<file path="src/core/hcr_pkg.sv">
// package: hardware configuration register constants, fields and types
// Functional notes
// RQ1 - read-only ready flag at bit 27, resets low
// RQ2 - ready low after every reset source
// RQ3 - ready rising edge sets interrupt status bit
// RQ4 - host reads only four registers while not ready
// RQ5 - host expects no write effect before ready; the code still applies such writes and flags host_access_err
// RQ6 - ready mirrors power management bit zero
// RQ7 - bit 26 disables crossover on phy b
// RQ8 - bit 25 disables crossover on phy a
// RQ9 - phy special register overrides crossover setting
// RQ10 - bit 24: phy b fixed 100 full duplex
// RQ11 - link detection enforces fixed link on phy b
// RQ12 - enhanced detection resets phy b on errors
// RQ13 - reads accepted in reset and not-ready states; the code gives no answer while rst is high
// RQ14 - byte and partial width reads allowed
// RQ15 - bit 23 does for phy a what 24 does
// RQ16 - phy bit defaults loaded from speed straps
// RQ17 - bits 4:0 led polarity, inverse strap default
// RQ18 - writes to ready and reserved bits ignored
package hcr_pkg;
    localparam logic [11:0] HCR_ADDR_CONFIG = 12'h074;
    localparam logic [11:0] HCR_ADDR_PMT = 12'h084;
    localparam logic [11:0] HCR_ADDR_BYTE_TEST = 12'h064;
    localparam logic [11:0] HCR_ADDR_RST_CONTROL = 12'h1f8;
    localparam int HCR_BIT_READY = 27;
    localparam int HCR_BIT_XOVR_B = 26;
    localparam int HCR_BIT_XOVR_A = 25;
    localparam int HCR_BIT_FIXED_B = 24;
    localparam int HCR_BIT_FIXED_A = 23;
    localparam int HCR_LED_MSB = 4;
    localparam int HCR_NUM_LED = 5;
    localparam int HCR_PMT_READY_BIT = 0;
    localparam logic [31:0] HCR_WR_MASK = 32'h0780_001f;
    localparam logic [31:0] HCR_BYTE_TEST_VAL = 32'h8765_4321;
    // settle time after reset before ready rises
    localparam int HCR_SETTLE_NS = 100;
    localparam int HCR_CLK_NS = 5;
    localparam int HCR_SETTLE_CYC = (HCR_SETTLE_NS + HCR_CLK_NS - 1) / HCR_CLK_NS;
    localparam logic [7:0] HCR_SETTLE_CYC_W = 8'(HCR_SETTLE_CYC);
    typedef enum logic [2:0] {
        HCR_ST_LOAD = 3'b001,
        HCR_ST_SETTLE = 3'b010,
        HCR_ST_READY = 3'b100
    } hcr_state_type;
endpackage : hcr_pkg

</file>
<file path="src/core/hcr_phy_if.sv">
// interface: per-phy controls passed from the register to the phy control module
`timescale 1ns/1ps
`default_nettype none
interface hcr_phy_if;
    logic [1:0] xovr_dis;
    logic [1:0] autoneg_off;
    logic [1:0] special_override;
    logic [1:0] special_straight;
    logic [1:0] mi_link_en;
    logic [1:0] enh_link_en;
    logic [1:0] link_err;
    logic [1:0] crossover_en;
    logic [1:0] straight_sel;
    logic [1:0] fixed_100fd;
    logic [1:0] enforce_fixed;
    logic [1:0] phy_reset_req;
    logic [1:0] renegotiate_req;
    modport reg_side (output xovr_dis, autoneg_off, special_override, special_straight,
        mi_link_en, enh_link_en, link_err,
        input crossover_en, straight_sel, fixed_100fd, enforce_fixed,
        phy_reset_req, renegotiate_req);
    modport phy_side (input xovr_dis, autoneg_off, special_override, special_straight,
        mi_link_en, enh_link_en, link_err,
        output crossover_en, straight_sel, fixed_100fd, enforce_fixed,
        phy_reset_req, renegotiate_req);
endinterface : hcr_phy_if
`default_nettype wire

</file>
<file path="src/core/hcr_phy_ctl.sv">
// module: per-phy crossover and fixed-speed control derived from register bits
`timescale 1ns/1ps
`default_nettype none
module hcr_phy_ctl (
    // clock and reset
    input wire logic clock,
    input wire logic rst,
    // register side
    hcr_phy_if.phy_side p
);
    import hcr_pkg::*;

    logic [1:0] xo_ff, st_ff, fx_ff, ef_ff, pr_ff, ar_ff;
    logic [1:0] nxt_xo, nxt_st, nxt_fx, nxt_ef, nxt_pr, nxt_ar;

    ////////////////////////////////////////////////////////////////////
    // index 0 is phy a, index 1 is phy b; one loop keeps both identical
    genvar g;
    generate
        for (g = 0; g < 2; g++) begin : g_phy
            always_comb begin
                // special register has the final word on crossover
                if (p.special_override[g]) begin
                    nxt_xo[g] = 1'b0; // RQ9
                    nxt_st[g] = p.special_straight[g]; // RQ9
                end else begin
                    nxt_xo[g] = ~p.xovr_dis[g]; // RQ7 RQ8
                    nxt_st[g] = p.xovr_dis[g]; // RQ7 RQ8
                end
                nxt_fx[g] = p.autoneg_off[g]; // RQ10 RQ15
                nxt_ef[g] = p.autoneg_off[g] & p.mi_link_en[g]; // RQ11 RQ15
                // errors reset the phy instead of renegotiating when fixed
                nxt_pr[g] = p.enh_link_en[g] & p.link_err[g] & p.autoneg_off[g]; // RQ12 RQ15
                nxt_ar[g] = p.enh_link_en[g] & p.link_err[g] & ~p.autoneg_off[g];
            end
        end
    endgenerate

    // registered outputs
    always_ff @(posedge clock) begin
        if (rst) begin
            xo_ff <= 2'h0;
            st_ff <= 2'h0;
            fx_ff <= 2'h0;
            ef_ff <= 2'h0;
            pr_ff <= 2'h0;
            ar_ff <= 2'h0;
        end else begin
            xo_ff <= nxt_xo;
            st_ff <= nxt_st;
            fx_ff <= nxt_fx;
            ef_ff <= nxt_ef;
            pr_ff <= nxt_pr;
            ar_ff <= nxt_ar;
        end
    end

    assign p.crossover_en = xo_ff;
    assign p.straight_sel = st_ff;
    assign p.fixed_100fd = fx_ff;
    assign p.enforce_fixed = ef_ff;
    assign p.phy_reset_req = pr_ff;
    assign p.renegotiate_req = ar_ff;
endmodule : hcr_phy_ctl
`default_nettype wire

</file>
<file path="src/core/hcr_top.sv">
// module: hardware configuration register with ready flag and phy controls
`timescale 1ns/1ps
`default_nettype none
module hcr_top (
    // clock and reset (rst covers every reset source)
    input wire logic clock,
    input wire logic rst,
    // host register port
    input wire logic [11:0] reg_addr,
    input wire logic reg_rd,
    input wire logic reg_wr,
    input wire logic [3:0] reg_be,
    input wire logic [31:0] reg_wdata,
    output logic [31:0] reg_rdata,
    output logic reg_rvalid,
    // internal device status
    input wire logic device_stable,
    // configuration straps
    input wire logic phy_a_fixed_speed_strap,
    input wire logic phy_b_fixed_speed_strap,
    input wire logic [hcr_pkg::HCR_LED_MSB:0] led_polarity_straps,
    // phy special register and link detection inputs, index 0 phy a
    input wire logic [1:0] special_override,
    input wire logic [1:0] special_straight,
    input wire logic [1:0] mi_link_en,
    input wire logic [1:0] enh_link_en,
    input wire logic [1:0] link_err,
    // outputs
    output logic ready,
    output logic pmt_ready,
    output logic ready_int_set,
    output logic [hcr_pkg::HCR_LED_MSB:0] led_polarity,
    output logic [1:0] crossover_en,
    output logic [1:0] straight_sel,
    output logic [1:0] fixed_100fd,
    output logic [1:0] enforce_fixed,
    output logic [1:0] phy_reset_req,
    output logic [1:0] renegotiate_req,
    output logic host_access_err
);
    import hcr_pkg::*;

    ////////////////////////////////////////////////////////////////////
    // two-flop synchronisers for pin-level inputs
    logic [7:0] s1_ff, s2_ff;
    logic [7:0] pins;
    logic [1:0] ov_s1_ff, ov_s2_ff, stv_s1_ff, stv_s2_ff;
    logic [1:0] mi_s1_ff, mi_s2_ff, en_s1_ff, en_s2_ff, er_s1_ff, er_s2_ff;
    assign pins = {phy_b_fixed_speed_strap, phy_a_fixed_speed_strap, led_polarity_straps,
        device_stable};
    always_ff @(posedge clock) begin
        s1_ff <= pins;
        s2_ff <= s1_ff;
        ov_s1_ff <= special_override;
        ov_s2_ff <= ov_s1_ff;
        stv_s1_ff <= special_straight;
        stv_s2_ff <= stv_s1_ff;
        mi_s1_ff <= mi_link_en;
        mi_s2_ff <= mi_s1_ff;
        en_s1_ff <= enh_link_en;
        en_s2_ff <= en_s1_ff;
        er_s1_ff <= link_err;
        er_s2_ff <= er_s1_ff;
    end

    ////////////////////////////////////////////////////////////////////
    // ready sequencing: straps load after reset release, then settle
    hcr_state_type st_ff, nxt_st;
    logic [7:0] cnt_ff, nxt_cnt;
    logic rdy_ff, nxt_rdy;
    logic irq_ff, nxt_irq;
    always_comb begin
        nxt_st = st_ff;
        nxt_cnt = cnt_ff;
        nxt_rdy = rdy_ff;
        unique case (st_ff)
            HCR_ST_LOAD: begin
                nxt_st = HCR_ST_SETTLE;
                nxt_cnt = 8'h00;
            end
            HCR_ST_SETTLE: begin
                // counting only while the core reports stable
                if (!s2_ff[0]) begin
                    nxt_cnt = 8'h00;
                end else if (cnt_ff == HCR_SETTLE_CYC_W - 8'h01) begin
                    nxt_st = HCR_ST_READY;
                    nxt_rdy = 1'b1; // RQ1
                end else begin
                    nxt_cnt = cnt_ff + 8'h01;
                end
            end
            HCR_ST_READY: begin
                // losing stability drops ready and restarts settling
                if (!s2_ff[0]) begin
                    nxt_st = HCR_ST_SETTLE;
                    nxt_rdy = 1'b0;
                    nxt_cnt = 8'h00;
                end
            end
            default: begin
                nxt_st = HCR_ST_LOAD;
                nxt_rdy = 1'b0;
            end
        endcase
        nxt_irq = nxt_rdy & ~rdy_ff; // RQ3
    end
    always_ff @(posedge clock) begin
        if (rst) begin
            st_ff <= HCR_ST_LOAD;
            cnt_ff <= 8'h00;
            rdy_ff <= 1'b0; // RQ2
            irq_ff <= 1'b0;
        end else begin
            st_ff <= nxt_st;
            cnt_ff <= nxt_cnt;
            rdy_ff <= nxt_rdy;
            irq_ff <= nxt_irq;
        end
    end

    ////////////////////////////////////////////////////////////////////
    // writable fields and host access
    logic [31:0] cfg_ff, nxt_cfg;
    logic [31:0] rd_ff, nxt_rd;
    logic rv_ff, nxt_rv;
    logic err_ff, nxt_err;
    logic [31:0] be_mask, rd_word;
    logic hit_cfg, allowed_rd;
    assign be_mask = {{8{reg_be[3]}}, {8{reg_be[2]}}, {8{reg_be[1]}}, {8{reg_be[0]}}};
    assign hit_cfg = (reg_addr == HCR_ADDR_CONFIG);
    assign allowed_rd = hit_cfg || (reg_addr == HCR_ADDR_PMT) ||
        (reg_addr == HCR_ADDR_BYTE_TEST) || (reg_addr == HCR_ADDR_RST_CONTROL); // RQ4

    always_comb begin
        rd_word = cfg_ff & HCR_WR_MASK;
        rd_word[HCR_BIT_READY] = rdy_ff; // RQ1 RQ6
        nxt_cfg = cfg_ff;
        nxt_rd = rd_ff;
        nxt_rv = 1'b0;
        nxt_err = 1'b0;
        if (st_ff == HCR_ST_LOAD) begin
            // defaults come from synchronised straps, sampled after release
            nxt_cfg = 32'h0000_0000;
            nxt_cfg[HCR_BIT_XOVR_B] = s2_ff[7]; // RQ16
            nxt_cfg[HCR_BIT_FIXED_B] = s2_ff[7]; // RQ16
            nxt_cfg[HCR_BIT_XOVR_A] = s2_ff[6]; // RQ16
            nxt_cfg[HCR_BIT_FIXED_A] = s2_ff[6]; // RQ16
            nxt_cfg[HCR_LED_MSB:0] = ~s2_ff[HCR_LED_MSB+1:1]; // RQ17
        end else if (reg_wr && hit_cfg) begin
            // only writable bits under the active byte lanes change
            nxt_cfg = (cfg_ff & ~(HCR_WR_MASK & be_mask)) |
                (reg_wdata & HCR_WR_MASK & be_mask); // RQ18
        end
        if (reg_rd && hit_cfg) begin
            // answered in every state once rst is low; unselected lanes read zero
            nxt_rd = rd_word & be_mask; // RQ13 RQ14
            nxt_rv = 1'b1; // RQ13
        end else if (reg_rd) begin
            nxt_rd = 32'h0000_0000;
            nxt_rv = 1'b1;
            nxt_err = ~rdy_ff & ~allowed_rd; // RQ4
        end
        if (reg_wr && !rdy_ff) begin
            nxt_err = 1'b1; // RQ5
        end
    end
    always_ff @(posedge clock) begin
        if (rst) begin
            cfg_ff <= 32'h0000_0000;
            rd_ff <= 32'h0000_0000;
            rv_ff <= 1'b0;
            err_ff <= 1'b0;
        end else begin
            cfg_ff <= nxt_cfg;
            rd_ff <= nxt_rd;
            rv_ff <= nxt_rv;
            err_ff <= nxt_err;
        end
    end

    // led polarity held in a flop that follows the field
    logic [HCR_LED_MSB:0] led_ff;
    always_ff @(posedge clock) begin
        if (rst) begin
            led_ff <= 5'h00;
        end else begin
            led_ff <= cfg_ff[HCR_LED_MSB:0]; // RQ17
        end
    end

    ////////////////////////////////////////////////////////////////////
    // phy control
    hcr_phy_if phy_bus ();
    assign phy_bus.xovr_dis = {cfg_ff[HCR_BIT_XOVR_B], cfg_ff[HCR_BIT_XOVR_A]}; // RQ7 RQ8
    assign phy_bus.autoneg_off = {cfg_ff[HCR_BIT_FIXED_B], cfg_ff[HCR_BIT_FIXED_A]}; // RQ10 RQ15
    assign phy_bus.special_override = ov_s2_ff;
    assign phy_bus.special_straight = stv_s2_ff;
    assign phy_bus.mi_link_en = mi_s2_ff;
    assign phy_bus.enh_link_en = en_s2_ff;
    assign phy_bus.link_err = er_s2_ff;

    hcr_phy_ctl u_phy (
        .clock(clock),
        .rst(rst),
        .p(phy_bus.phy_side)
    );

    // outputs straight from flops
    assign reg_rdata = rd_ff;
    assign reg_rvalid = rv_ff;
    assign ready = rdy_ff;
    assign pmt_ready = rdy_ff; // RQ6
    assign ready_int_set = irq_ff;
    assign led_polarity = led_ff;
    assign crossover_en = phy_bus.crossover_en;
    assign straight_sel = phy_bus.straight_sel;
    assign fixed_100fd = phy_bus.fixed_100fd;
    assign enforce_fixed = phy_bus.enforce_fixed;
    assign phy_reset_req = phy_bus.phy_reset_req;
    assign renegotiate_req = phy_bus.renegotiate_req;
    assign host_access_err = err_ff;
endmodule : hcr_top
`default_nettype wire

</file>
<file path="config.mk">
export PLATFORM = sky130hd
export DESIGN_NAME = hcr_top
export DESIGN_NICKNAME = d
export VERILOG_FILES = /design/src/core/hcr_pkg.sv /design/src/core/hcr_phy_if.sv /design/src/core/hcr_phy_ctl.sv /design/src/core/hcr_top.sv
export SDC_FILE = /design/constraint.sdc
export NUM_CORES = 1
export LEC_CHECK = 0
export BUFFER_PORTS_ARGS = -buffer_cell sky130_fd_sc_hd__buf_2
export CELL_PAD_IN_SITES_DETAIL_PLACEMENT = 1
export CELL_PAD_IN_SITES_GLOBAL_PLACEMENT = 1
export CORE_ASPECT_RATIO = 1.2
export CORE_MARGIN = 1
export CORE_UTILIZATION = 32
export DETAILED_ROUTE_END_ITERATION = 6
export PLACE_DENSITY = 0.79
export SLEW_MARGIN = 10
export SYNTH_ARGS = -nofsm -noshare
export SYNTH_HDL_FRONTEND = slang
export SYNTH_SLANG_ARGS = --single-unit
</file>
<file path="constraint.sdc">
create_clock -name clock -period 1.6 [get_ports clock]
set_input_delay 0.16 -clock clock [delete_from_list [all_inputs] [get_ports clock]]
set_output_delay 0.16 -clock clock [all_outputs]
set_load 0.05 [all_outputs]
</file>
Yosys cells after proc, flatten, opt, wreduce, memory -nomap -nowiden. Cells that the tools add are included.

Logic and storage cells: 102. Bits in latches: 0. Memories: 0. RAM bits: 0. Output and inout bits: 54. Bits in read-only memories: 0. Bits in registers: 132.

Bitwise gates (word level): 22. Shift-type cells: 0. Multiply operators: 0. Mux-type cells: 23. Magnitude comparators: 0. Reduce and logical (&&, ||, !) cells: 15. Div/mod/pow operators: 0. Add/sub/neg operators: 1. Eq/ne operators: 12.

Operators with widths (number): two-way mux 32 bit (2); two-way mux 27 bit (2); bitwise AND 27 x 32 -> 32 bit (1); bitwise AND 28 x 32 -> 32 bit (1); bitwise AND 32 bit (1); NOT 27 -> 32 bit (1); bitwise OR 32 bit (1); equality test 12 x 7 -> 1 bit (second input constant) (2); two-way mux 8 bit (3); one-hot mux 8 bit (3 select lines) (1); equality test 12 x 8 -> 1 bit (second input constant) (1); equality test 12 x 9 -> 1 bit (second input constant) (1); bitwise AND 1 bit (10); two-way mux 1 bit (10); two-way mux 3 bit (3); one-hot mux 3 bit (3 select lines) (1); adder 8 x 1 -> 8 bit (second input constant) (1); equality test 8 x 5 -> 1 bit (second input constant) (1); inequality test 2 bit (second input constant) (3); NOT 1 bit (6); AND reduction 3 bit (2); OR reduction 2 bit (3); NOT 5 bit (1); nonzero test 2 bit (2); other kinds (9) (13).

Logic depth before layout (Yosys ltp).
Word-level depth: 9. Gate-level depth with buffers: 6. Depth with buffers taken out: 5.

By module. Synthesis repeated with hierarchy kept, for this count alone.

Cells, all modules: 271. Area total of the unflattened synthesis: 3009.1 um2.

By module, submodules not included: hcr_top (cells an instance 242, instances 1, area each 2632.5 um2); hcr_phy_ctl (cells an instance 29, instances 1, area each 376.6 um2).

Worst setup path before layout. OpenSTA, ideal clock, no wires.

Kind: input port to flip-flop. Start: input port reg_addr[3]. End: register with a tool-made name. Data arrival time: 1489 ps. Stages: 4. Path slack: -10 ps. Cells stage by stage: or4b_4 -> nor3_4 -> a31o_2 -> mux2_2.

RTL lines: from (decl) (RTL line hcr_top.sv:9) `input wire logic [11:0] reg_addr,`.

Worst setup path after layout.
Start: register st_ff[0]. End: register cnt_ff[1].

Cells in the longest elaborated chain, start to end: 3. Elaborated cells between the ends (all ways): 8. Those cells by class: 5 x eq/ne; 1 x mux; 2 x reduce/logical.

Ends and longest elaborated chain: from (decl) (RTL line hcr_top.sv:68) `hcr_state_type st_ff, nxt_st;`; from (signal assigned) (RTL line hcr_top.sv:114) `st_ff <= nxt_st;`; equality test 3 x 2 -> 1 bit, or another cell as far along (RTL line hcr_top.sv:76) `unique case (st_ff)`; inequality test 3 bit (no line), or another cell as far along; AND reduction 3 bit (no line); to (signal assigned) (RTL line hcr_top.sv:115) `cnt_ff <= nxt_cnt;`; to (decl) (RTL line hcr_top.sv:69) `logic [7:0] cnt_ff, nxt_cnt;`.

Parallel ways exist; a longest one is shown, timed or not. A chain may end at the register's enable or synchronous reset.

==> impl_metrics.csv <==
group,metric,value,unit
floorplan,start_util,0.331,
place,dp_hpwl,5170,um
route,drtIter0Drc,70,
power,leakage,1.77,nW
place,io_buffer_count,77,
synth,synth.area.top_cells,"dfxtp_1, buf_4, a21oi_1",
power,power_density,1190,nW/um^2
global_routing,grt_max_degree,18,
layout,area_delta_synth_final,33.9,%
route,routed_via_density,4.71,
synth,synth_top_area_frac,0.579,
run,cap_violations,0,
global_routing,grt_util_met1,0.173,
route,vias,2409,
floorplan,die_h,108,um
synth,synth-seq-cells,87,
synth,synth_edf_count,0,
synth,syn_avg_cell_area,11.0,um^2
layout,fin_area,4030,um^2
clock_tree,clock_latency,0.36,ns
global_routing,globalRoute.busiestLayer,"met2",
clock_tree,clockBufferDepth,2,
clock_tree,h-tree-depth,3,
layout,nets,458,
timing,drv_slew,0,
synth,ys_top_cells_by_count,"dfxtp_1, buf_4, a21oi_1, nor3_1, nor2b_1",
worst_setup_path,worstSetupPathType,"flip-flop to flip-flop",
floorplan,dieArea,9790,um^2
synth,synthArstFlopShare,0,
worst_setup_path,end_kind,"flip-flop",
global_routing,grt_pass1_vias,2429,
timing,final.period_utilization,0.986,
synth,yosysUniqueCellTypes,47,
layout,antennaDiodeCount,0,
min_path,min_path_type,"input port to flip-flop",
clock_tree,cts_root_buf,"clkbuf_8",
global_routing,grt.met3_usage,0.0520,
route,routedWlPerCell,14.6,um
floorplan,ios,124,
worst_setup_path,required,1.90,ns
floorplan,fp.dieW,90.5,um
route,drc_errors,0,
synth,yosys.area.top_type,"dfxtp_1",
synth,synth_most_common_cell,"dfxtp_1",
timing,final.setup.tns,0,ns
power,ir_drop,0.371,mV
synth,synth_top_flop_cell,"dfxtp_1",
synth,yosysSeqAreaShare,0.579,
global_routing,antenna_found_initial,0,
timing,setup_viol,0,
timing,clock_skew,0.00466,ns
global_routing,grt_pass1_wl,11900,um
synth,syn_area,3010,um^2
timing,grt_setup_unrepaired,"true",
global_routing,grt_usage,0.159,
global_routing,use_met2,0.281,
layout,utilization,0.443,
route,first_pass_iters,4,
clock_tree,clk_pin_slew,0.08,ns
worst_setup_path,crit_fanout,10,
synth,syn-instance-count,273,
clock_tree,cts_tree,"yes",
place,gp_congestion,0.814,
worst_setup_path,cp_data_arrival_time,1.88,ns
global_routing,overflow,0,
synth,yosysWarnings,0,
floorplan,coreArea,9080,um^2
place,placed_cell_area,3540,um^2
worst_setup_path,start_kind,"flip-flop",
layout,drive_above_1_share,0.360,
floorplan,rows,38,
timing,period_needed,1.58,ns
clock_tree,cts_buffers,9,
timing,hold_viol,0,
route,ant_nets,0,
clock_tree,cts.sink_count,87,
route,wl,7460,um
timing,clock.fmax,634,MHz
run_status,status,"finished clean",
==> worst paths after layout <==
| check | depth (start not counted) | slack, ns | startpoint | end |
|---|---|---|---|---|
| max reg2reg | 4 | 0.02 | st_ff[0] | cnt_ff[1] |
| max | 4 | 0.02 | st_ff[0] | cnt_ff[1] |
| min reg2reg | 0 | 0.33 | s1_ff[3] | s2_ff[3] |
| min | 3 | 0.08 | reg_be[2] | flip-flop |
==> where the power goes <==
| part | switching, W | internal (W) | leakage, nW | total [W] |
|---|---|---|---|---|
| registers | 0.0000635 | 0.00229 | 0.722 | 0.00235 |
| clock network | 0.000752 | 0.000964 | 0.114 | 0.00172 |
| logic | 0.000465 | 0.000251 | 0.938 | 0.000716 |
==> cell families (layout without fill, tap and decap cells) <==
| group | Yosys count | count (layout) | synth area share |
|---|---|---|---|
| flip-flops | 87 | 87 | 0.579 |
| multiplexers | 7 | 7 | 0.0254 |
| adder cells (fa/ha/maj) | 1 | 1 | 0.00416 |
| buffers and inverters | 35 | 133 | 0.0737 |
| AND/OR/NAND/NOR | 83 | 83 | 0.175 |
| AO/OA/AOI/OAI | 59 | 59 | 0.141 |
| other | 1 | 22 | 0.00125 |
==> timing repair <==
item,CTS,global route
pin swaps,1,4
setup endpoints to repair,7,9
resized for setup,6,9
hold endpoints to repair,18,0
hold buffers,18,0
buffers inserted,1,2
==> per-layer routing <==
metal | vias up | wire, um
li1 | 1169 | -
met1 | 1150 | 3060
met2 | 74 | 3840
met3 | 16 | 332
met4 | 0 | 228
met5 | - | 0
==> critical path: stages, from the launching register on <==
cell       delay (ns)
dfxtp_4          0.38
or3b_4           0.41
a31o_4           0.24
a2111oi_2        0.35
a41o_1           0.14
==> through the flow <==
step           cells  total power (W)  setup slack [ns]  hold slack [ns]
2_1_floorplan    294          0.00291            0.0188            0.188
3_3_place_gp     475          0.00304            -0.112            0.263
3_5_place_dp     475          0.00307            -0.143            0.264
4_1_cts          510          0.00482         -0.000457           0.0617
5_1_grt          512          0.00498           -0.0449           0.0911
6_report         512          0.00479            0.0224           0.0832
==> area by class of cell <==
class | count | area [um^2]
Multi-Input combinational cell | 172 | 1180
Inverter | 4 | 15.0
Sequential cell | 87 | 1750
Tap cell | 120 | 150
Clock inverter | 3 | 65.1
Fill cell | 1020 | 5060
Clock buffer | 13 | 159
Timing Repair Buffer | 113 | 701
==> cells in the final DEF, fill, tap and decap left out, types with 10 or more instances in the layout <==
cell type / count
dfxtp_1: 83
buf_2: 77
conb_1: 22
dlygate4sd3_1: 18
buf_4: 18
a21oi_1: 14
nor3_1: 12
clkbuf_8: 11
nor2b_1: 10
Note: power is estimated with default switching activity, not from simulation.
